$ cat src/common/rsr_pkg.sv
// constants and carrier types for the reset and stop recovery controller
// assumes a 25 MHz ref_clk standing in for the precision oscillator
package rsr_pkg;
  localparam int RSR_SHORT_HOLD = 66;
  localparam int RSR_LONG_HOLD = 5000;
  localparam int RSR_PIN_MIN_CLKS = 4;
  localparam int RSR_CLK_MHZ = 25;
  localparam int RSR_STOP_GLITCH_NS = 12;
  // shortest stop-mode pulse in cycles, rounded up, at least one
  localparam int RSR_STOP_GLITCH_CLKS_RAW =
    (RSR_STOP_GLITCH_NS * RSR_CLK_MHZ + 999) / 1000;
  localparam int RSR_STOP_GLITCH_CLKS =
    (RSR_STOP_GLITCH_CLKS_RAW < 1) ? 1 : RSR_STOP_GLITCH_CLKS_RAW;
  localparam int RSR_CNT_W = 13;
  localparam logic [15:0] RSR_RESET_VEC_HI_ADDR = 16'h0002;
  localparam logic [15:0] RSR_RESET_VEC_LO_ADDR = 16'h0003;
  // bus offsets, byte addresses of aligned words
  localparam logic [3:0] RSR_OFS_STATUS = 4'h0;
  localparam logic [3:0] RSR_OFS_CTRL = 4'h4;
  localparam logic [3:0] RSR_OFS_GPIO_EN = 4'h8;
  localparam int RSR_ST_POR = 7;
  localparam int RSR_ST_STOP = 6;
  localparam int RSR_ST_WDT = 5;
  localparam int RSR_ST_EXT = 4;
  localparam int RSR_CTRL_DBG_RST = 0;
  localparam int RSR_CTRL_STOP_REQ = 1;
  localparam logic [7:0] RSR_STATUS_RST = 8'h80;
  typedef struct packed {
    logic xtal_enable;
    logic watchdog_action_option;
    logic brownout_always_on_option;
  } rsr_opt_t;
  typedef struct packed {
    logic cpu_reset;
    logic periph_reset;
    logic ctl_reset;
    logic wdt_oscillator_control_reg_reset;
    logic gpio_reset;
    logic osc_select_ipo;
    logic vector_fetch;
  } rsr_rst_out_t;
  typedef enum logic [1:0] {
    RSR_IDLE,
    RSR_WAIT_SUPPLY,
    RSR_HOLD,
    RSR_WAIT_PIN
  } rsr_state_t;
endpackage

$ cat src/rsr_ctrl.sv
// reset and stop-mode recovery sequencer with avalon-mm status access
// assumes supply monitors and option bits are synchronous to ref_clk
`timescale 1ns/1ps
// Notes on behaviour
// - five sources start a system reset
// - in stop, watchdog or gpio change recovers
// - hold 66 cycles without crystal
// - hold 5000 cycles with crystal enabled
// - recovery resets cpu, watchdog, oscillator control only
// - supply resets count after supply good
// - held pin extends reset until release
// - gpio reset to inputs, pull-ups off
// - shared pin drives low during reset; here only in system reset supply wait and hold, not in pin wait or recovery
// - cpu, peripherals idle; oscillators keep running
// - control registers load reset values
// - cpu fetches vector from 0002h and 0003h
// - system reset selects precision oscillator
// - normal pin pulses under four clocks ignored
// - stop pin pulses under 12 ns ignored
// - debugger reset spares debugger block
// - power-on counter starts after supply good
// - power-on sets por cause bit
// - brownout holds reset then full power-on
// - brownout monitor in stop follows option
// - watchdog resets if option 1, else interrupts
// - watchdog reset sets watchdog cause bit
// - pin reset sets external cause bit
// - status read clears upper four bits
// - debug pin in stop gives system reset
// - stop recovery sets stop cause bit
module rsr_ctrl import rsr_pkg::*; #(
  parameter int GPIO_W = 8,
  parameter int LONG_HOLD = RSR_LONG_HOLD
) (
  input wire logic ref_clk,
  input wire logic rst_b,
  input wire logic power_on_detect,
  input wire logic supply_above_por,
  input wire logic brownout_detect,
  input wire logic watchdog_timeout,
  input wire logic reset_pin_in,
  input wire logic pin_reset_enable,
  input wire logic debug_pin_reset,
  input wire logic [GPIO_W-1:0] gpio_in,
  input wire rsr_opt_t opt,
  output logic reset_pin_out,
  output logic reset_pin_oe_b,
  output rsr_rst_out_t rst_out,
  output logic brownout_monitor_en,
  output logic watchdog_irq,
  output logic in_stop,
  input wire logic [3:0] avs_address,
  input wire logic avs_read,
  input wire logic avs_write,
  input wire logic [31:0] avs_writedata,
  output logic [31:0] avs_readdata,
  output logic avs_waitrequest
);
  rsr_state_t state_r;
  logic [RSR_CNT_W-1:0] cnt_r;
  logic is_sys_r;
  logic pin_s1_r, pin_s2_r;
  logic [2:0] pin_low_r;
  logic [GPIO_W-1:0] gpio_prev_r, gpio_en_r;
  logic [7:0] status_r;
  logic dbg_rst_r, stop_r, ack_r;
  logic pin_low, pin_req, sys_req, smr_req, supply_req, gpio_chg;
  logic [1:0] quiet_r;
  logic ext_low;
  logic wait_done;
  logic [RSR_CNT_W-1:0] hold_cnt;
  logic [3:0] pin_min;
  logic bus_req;

  // two-flop pin synchroniser
  always_ff @(posedge ref_clk or negedge rst_b) begin
    if (!rst_b) begin
      pin_s1_r <= 1'b1;
      pin_s2_r <= 1'b1;
    end else begin
      pin_s1_r <= reset_pin_in;
      pin_s2_r <= pin_s1_r;
    end
  end
  assign pin_low = !pin_s2_r;

  // own drive echoes through the synchroniser; trust the pin when quiet
  always_ff @(posedge ref_clk or negedge rst_b) begin
    if (!rst_b) begin
      quiet_r <= 2'h0;
    end else if (!reset_pin_oe_b) begin
      quiet_r <= 2'h0;
    end else if (quiet_r != 2'h3) begin
      quiet_r <= quiet_r + 2'h1;
    end
  end
  assign ext_low = pin_low && (quiet_r == 2'h3);
  assign wait_done = (quiet_r == 2'h3) && !(ext_low && pin_reset_enable);

  // pulse width qualification, stop mode uses its own short width
  assign pin_min = stop_r ? 4'(RSR_STOP_GLITCH_CLKS) : 4'(RSR_PIN_MIN_CLKS);
  always_ff @(posedge ref_clk or negedge rst_b) begin
    if (!rst_b) begin
      pin_low_r <= 3'h0;
    end else if (!ext_low || !pin_reset_enable) begin
      pin_low_r <= 3'h0;
    end else if (pin_low_r != 3'h7) begin
      pin_low_r <= pin_low_r + 3'h1;
    end
  end
  assign pin_req = pin_reset_enable && ext_low
    && ({1'b0, pin_low_r} + 4'h1 >= pin_min);

  assign supply_req = power_on_detect || brownout_detect;
  // in stop the debug pin stands for the debugger's own request
  assign sys_req = supply_req || pin_req || dbg_rst_r
    || (watchdog_timeout && opt.watchdog_action_option && !stop_r)
    || (stop_r && debug_pin_reset);
  assign gpio_chg = |((gpio_in ^ gpio_prev_r) & gpio_en_r);
  assign smr_req = stop_r && (watchdog_timeout || gpio_chg);
  assign hold_cnt = opt.xtal_enable ?
    RSR_CNT_W'(LONG_HOLD - 1) : RSR_CNT_W'(RSR_SHORT_HOLD - 1);

  always_ff @(posedge ref_clk or negedge rst_b) begin
    if (!rst_b) begin
      gpio_prev_r <= '0;
    end else begin
      gpio_prev_r <= gpio_in;
    end
  end

  // sequencer
  always_ff @(posedge ref_clk or negedge rst_b) begin
    if (!rst_b) begin
      state_r <= RSR_WAIT_SUPPLY;
      cnt_r <= '0;
      is_sys_r <= 1'b1;
    end else begin
      case (state_r)
        RSR_IDLE: begin
          if (sys_req) begin
            is_sys_r <= 1'b1;
            state_r <= RSR_WAIT_SUPPLY;
          end else if (smr_req) begin
            is_sys_r <= 1'b0;
            cnt_r <= hold_cnt;
            state_r <= RSR_HOLD;
          end
        end
        RSR_WAIT_SUPPLY: begin
          cnt_r <= hold_cnt;
          if (supply_above_por && !supply_req) begin
            state_r <= RSR_HOLD;
          end
        end
        RSR_HOLD: begin
          if (supply_req) begin
            state_r <= RSR_WAIT_SUPPLY;
          end else if (cnt_r != '0) begin
            cnt_r <= cnt_r - RSR_CNT_W'(1);
          end else begin
            state_r <= RSR_WAIT_PIN;
          end
        end
        RSR_WAIT_PIN: begin
          if (supply_req) begin
            state_r <= RSR_WAIT_SUPPLY;
          end else if (wait_done) begin
            state_r <= RSR_IDLE;
          end
        end
        default: state_r <= RSR_WAIT_SUPPLY;
      endcase
    end
  end

  // stop mode entry and exit
  always_ff @(posedge ref_clk or negedge rst_b) begin
    if (!rst_b) begin
      stop_r <= 1'b0;
    end else if (state_r != RSR_IDLE || sys_req || smr_req) begin
      stop_r <= 1'b0;
    end else if (avs_write && ack_r && avs_address == RSR_OFS_CTRL) begin
      stop_r <= avs_writedata[RSR_CTRL_STOP_REQ];
    end
  end

  // debugger reset bit clears itself during the reset it starts
  always_ff @(posedge ref_clk or negedge rst_b) begin
    if (!rst_b) begin
      dbg_rst_r <= 1'b0;
    end else if (state_r != RSR_IDLE) begin
      dbg_rst_r <= 1'b0;
    end else if (avs_write && ack_r && avs_address == RSR_OFS_CTRL) begin
      dbg_rst_r <= avs_writedata[RSR_CTRL_DBG_RST];
    end
  end

  always_ff @(posedge ref_clk or negedge rst_b) begin
    if (!rst_b) begin
      gpio_en_r <= '0;
    end else if (avs_write && ack_r && avs_address == RSR_OFS_GPIO_EN) begin
      gpio_en_r <= avs_writedata[GPIO_W-1:0];
    end
  end

  // cause bits; a set in the read cycle wins over the clear
  always_ff @(posedge ref_clk or negedge rst_b) begin
    if (!rst_b) begin
      status_r <= RSR_STATUS_RST;
    end else if (state_r == RSR_IDLE && sys_req) begin
      status_r <= 8'h00;
      status_r[RSR_ST_POR] <= supply_req || dbg_rst_r
        || (stop_r && debug_pin_reset);
      status_r[RSR_ST_WDT] <= watchdog_timeout
        && opt.watchdog_action_option;
      status_r[RSR_ST_EXT] <= pin_req;
    end else if (state_r == RSR_IDLE && smr_req) begin
      status_r <= 8'h00;
      status_r[RSR_ST_STOP] <= 1'b1;
      status_r[RSR_ST_WDT] <= watchdog_timeout;
    end else if (avs_read && ack_r && avs_address == RSR_OFS_STATUS) begin
      status_r[7:4] <= 4'h0;
    end
  end

  // reset outputs
  always_ff @(posedge ref_clk or negedge rst_b) begin
    if (!rst_b) begin
      rst_out <= '1;
      reset_pin_out <= 1'b0;
      reset_pin_oe_b <= 1'b0;
      watchdog_irq <= 1'b0;
      brownout_monitor_en <= 1'b1;
      in_stop <= 1'b0;
    end else begin
      rst_out.cpu_reset <= state_r != RSR_IDLE;
      rst_out.periph_reset <= state_r != RSR_IDLE && is_sys_r;
      rst_out.ctl_reset <= state_r != RSR_IDLE && is_sys_r;
      rst_out.wdt_oscillator_control_reg_reset <= state_r != RSR_IDLE;
      rst_out.gpio_reset <= state_r != RSR_IDLE && is_sys_r;
      rst_out.osc_select_ipo <= state_r != RSR_IDLE;
      // one-cycle pulse: cpu loads pc from the vector words
      rst_out.vector_fetch <= state_r == RSR_WAIT_PIN
        && wait_done && !supply_req;
      reset_pin_out <= 1'b0;
      // released while waiting on the pin so an outside pull can be seen
      reset_pin_oe_b <= !((state_r == RSR_WAIT_SUPPLY
        || state_r == RSR_HOLD) && is_sys_r);
      watchdog_irq <= watchdog_timeout && !opt.watchdog_action_option;
      brownout_monitor_en <= !stop_r || opt.brownout_always_on_option;
      in_stop <= stop_r;
    end
  end

  // avalon slave: one wait cycle, then acknowledge
  assign bus_req = (avs_read || avs_write) && !ack_r;
  always_ff @(posedge ref_clk or negedge rst_b) begin
    if (!rst_b) begin
      ack_r <= 1'b0;
      avs_readdata <= 32'h0000_0000;
    end else begin
      ack_r <= bus_req;
      avs_readdata <= 32'h0000_0000;
      if (bus_req && avs_read) begin
        case (avs_address)
          RSR_OFS_STATUS: avs_readdata <= {24'h00_0000, status_r};
          RSR_OFS_CTRL: avs_readdata <= {30'h0, stop_r, dbg_rst_r};
          RSR_OFS_GPIO_EN: avs_readdata <= 32'(gpio_en_r);
          default: avs_readdata <= 32'h0000_0000;
        endcase
      end
    end
  end
  assign avs_waitrequest = !ack_r;
endmodule // rsr_ctrl

$ cat config.mk
export PLATFORM = sky130hd
export DESIGN_NAME = rsr_ctrl
export DESIGN_NICKNAME = d
export VERILOG_FILES = /design/src/common/rsr_pkg.sv /design/src/rsr_ctrl.sv
export SDC_FILE = /design/constraint.sdc
export NUM_CORES = 1
export LEC_CHECK = 0
export BUFFER_PORTS_ARGS = -buffer_cell sky130_fd_sc_hd__buf_4
export CORE_UTILIZATION = 45
export CTS_CLUSTER_DIAMETER = 30
export DETAILED_ROUTE_END_ITERATION = 12
export PLACE_DENSITY = 0.8
export RECOVER_POWER = 100
export SYNTH_ARGS = -nofsm -noshare
export SYNTH_HDL_FRONTEND = slang
export SYNTH_SLANG_ARGS = --single-unit
$ cat constraint.sdc
create_clock -name ref_clk -period 3 [get_ports ref_clk]
set_input_delay 0.3 -clock ref_clk [delete_from_list [all_inputs] [get_ports ref_clk]]
set_output_delay 0.3 -clock ref_clk [all_outputs]
set_load 0.005 [all_outputs]
==> results.md <==
* IO buf count at between 50 and 60
* Minimum clock period at 2693 ps
* Synthesized flop and latch total at slightly above 60
* Initial antenna violation count at 0
* Max-Cap Viols at 0
* Top-area cell type share of the netlist area at approximately 40%
* Crit path DAT at 2920 ps
* Ratio of cells with drive above 1 in the final layout at 24.15%
* Routed vias/inst at about 5
* PD cells at between 700 and 800 nW/um^2
* RSZ-0062 raised after global routing: false
* Post-synthesis average cell area at around 11 sq um
* Max clock buf depth at 2
* Clock-pin slew on the worst setup and hold paths at ~60 ps
* Htree depth at 3
* Final worst path period share at ~90%
* Hold depth at 1
* CTS resizes at 0
* Antenna Cells at 0
* ANT nets after route at 0
* Initial DRC count at ~160
* Routed via count at around 2300
* Total track usage at between 10% and 20%
* FILL cells at a little under 600
* Unique cell type count in the Yosys netlist at 57
* FF+latch area at approximately 1500 sq um
* Pre-Repair DR Iteration Count at 4
* EDFF count, synth at 0
* CP Max Fanout at 4
* Die ar. at between 7000 and 8000 sq um
* Post-synthesis async set-or-reset flop share at 100.0%
* Nature of the critical path endpoint: flip-flop
* # nets final at roughly 420
* Reg-to-reg endpoint: state_r[1]$_DFFE_PN0P_
* Maximum clock rate at 371.3 MHz
* Synthesized cell area at 3177 sq um
* Width of the die at approximately 86 microns
* Clk sinks at just over 60
* DP HPWL at roughly 4400 microns
* Initial core utilization at roughly 47%
* Vias in the first global route at ~2200
* Flop2flop setup slack at ~300 ps
* Main synth FF type: dfrtp_1
* Core area at 6794 sq um
* Post-synthesis sequential area ratio at between 40% and 50%
* Finished Layout Cells at about 450
* Routed len/inst at between 10 and 15 microns
* Worst hold endpoint: pin_s1_r$_DFF_PN1_
* Root Driver: clkbuf_8
* Static Leakage at between 1.5 and 2 nW
* Fin util at between 50% and 60%
* Synthesis Warnings at 0
* Met2 WL at just under 3000 microns
* Yosys top cell by area: dfrtp_1
* Placer Congestion at about 0.82
* Setup violations, final at 0
* Largest net degree at the start of global routing at 62
* Max-slew violation count at 0
* First-pass GRT wire length at roughly 10000 microns
* Status: finished clean
* Num CTS Buffers at 9
* Setup TNS at 0 ps
* Post-CTS Repair Setup Buffers at 0
* Multi-input logic area at approximately 1400 sq um
* Num rows at 30
* Final WS setup at 306.5 ps
* Reg2Reg Launch Point: pin_low_r[0]$_DFFE_PN0P_
* Top routing layer used: met4
* Synth area leaders: dfrtp_1, dfstp_2, buf_4
* Worst skew pair latency at about 340 ps
* Routed length on met1 at 2485 microns
* Cts-stage hold buffer count at 0
* Total wire length at a little under 6000 microns
* Cell count after synthesis at a little under 300
* Rel. slew slack at 0.8992%
* DP Cell Count at around 430
* Startpoint types: flip-flop
* Crit path kind: reg -> reg
* Worst-Margin Slew at around 1500 ps
* Worst vdd ir at between 0.0003 and 0.0004 V
* Final Hold Viols at 0
* Hold Path Class: in -> reg
* Area Overhead vs Synth at 16.54%
* I/O Pins at around 100
* CTS tree: built
* CP required at between 3000 and 4000 ps
* Worst r2r path cells at 9
* Hold Path Origin: reset_pin_in
* Floorplan die height at 86.02 microns
* Drc violations at 0
* Routed wl met3 at 329 microns
* Setup Skew at between 7 and 8 ps
* Pre-CTS WS at about 360 ps
* GR Overflow Total at 0
[logic make-up after synthesis]
| logic type | after synthesis | synth area share (%) |
|---|---|---|
| AND/OR/NAND/NOR | 83 | 13.74 |
| adder cells (fa/ha/maj) | 10 | 3.939 |
| buffers and inverters | 51 | 10.00 |
| AO/OA/AOI/OAI | 59 | 14.69 |
| flip-flops | 61 | 48.41 |
| XOR/XNOR | 10 | 2.757 |
| multiplexers | 19 | 6.341 |
| other | 1 | 0.1180 |
[metal layers]
layer	GRT usage [%]	vias up
li1	-	1092
met1	21.43	1091
met2	28.57	83
met3	4.139	15
met4	9.242	0
met5	0	-
[layout by cell type, fill, tap and decap left out, types with 4 or more instances in the layout]
master,n
a21oi_1,9
a22oi_1,5
buf_4,23
clkbuf_1,10
clkbuf_4,21
clkbuf_8,12
conb_1,25
dfrtp_1,52
dfstp_2,6
ha_1,10
inv_1,15
mux2_2,8
mux2i_1,10
nand2_1,15
nand3_1,4
nand3b_1,4
nor2_1,28
nor2b_1,5
nor3_1,5
o211ai_1,4
o21ai_0,13
o221ai_1,5
xor2_1,9
[flip-flops by register name (all words and copies together), names as in the netlist, 2 cells and up]
signal        cells
cnt_r            13
avs_readdata      8
gpio_en_r         8
gpio_prev_r       8
status_r          4
pin_low_r         3
rst_out           3
quiet_r           2
state_r           2
[power breakdown]
group          switching [W]  internal, W
Sequential          0.000150      0.00101
Clock               0.000310     0.000450
Combinational       0.000540     0.000420
Total                0.00100      0.00188
[worst max path at each step]
| stage | depth (start not counted) | to | startpoint | slack (ps) |
|---|---|---|---|---|
| 2_1_floorplan | 9 | state_r[1]$_DFFE_PN0P_ | pin_low_r[0]$_DFFE_PN0P_ | 580 |
| 3_3_place_gp | 9 | cnt_r[8]$_DFFE_PN0P_ | pin_low_r[0]$_DFFE_PN0P_ | 400 |
| 3_5_place_dp | 9 | cnt_r[11]$_DFFE_PN0P_ | pin_low_r[0]$_DFFE_PN0P_ | 360 |
| 4_1_cts | 9 | cnt_r[11]$_DFFE_PN0P_ | pin_low_r[0]$_DFFE_PN0P_ | 350 |
| 5_1_grt | 9 | state_r[1]$_DFFE_PN0P_ | pin_low_r[0]$_DFFE_PN0P_ | 110 |
| 6_report | 9 | state_r[1]$_DFFE_PN0P_ | pin_low_r[0]$_DFFE_PN0P_ | 310 |
[cell type report]
| type | instances | area share, % |
|---|---|---|
| well taps | 96 | 3.244 |
| clock inverters | 3 | 1.149 |
| clock buffers | 13 | 4.562 |
| flip-flops and latches | 61 | 41.53 |
| inverters | 15 | 1.521 |
| repair buffers | 54 | 9.970 |
| multi-input cells | 206 | 38.02 |
[critical path, cell delays in order (launching register included)]
cell	delay [ps]
dfrtp_1	420
ha_1	210
ha_1	290
ha_1	290
inv_1	40
o21ai_0	330
a21oi_1	160
and2_0	240
a21oi_1	250
mux2_1	350
[cell usage after synthesis (8+ instances only)]
| cell | count |
|---|---|
| nand2_1 | 15 |
| xor2_1 | 9 |
| mux2i_1 | 10 |
| buf_4 | 31 |
| ha_1 | 10 |
| o21ai_0 | 12 |
| inv_1 | 15 |
| a21oi_1 | 8 |
| dfstp_2 | 9 |
| dfrtp_1 | 52 |
| mux2_2 | 8 |
| nor2_1 | 28 |
[through the flow]
stage | power (W) | hold WS (ps) | instance area (sq um)
finish | 0.002882 | 68.09 | 3702
global route | 0.003081 | 62.22 | 3702
CTS | 0.002925 | 56.36 | 3742
detailed placement | 0.002164 | 352.7 | 3531
global placement | 0.002122 | 348.2 | 3531
floorplan | 0.001937 | 4.409 | 3267
(Power assumes the default switching activity.)
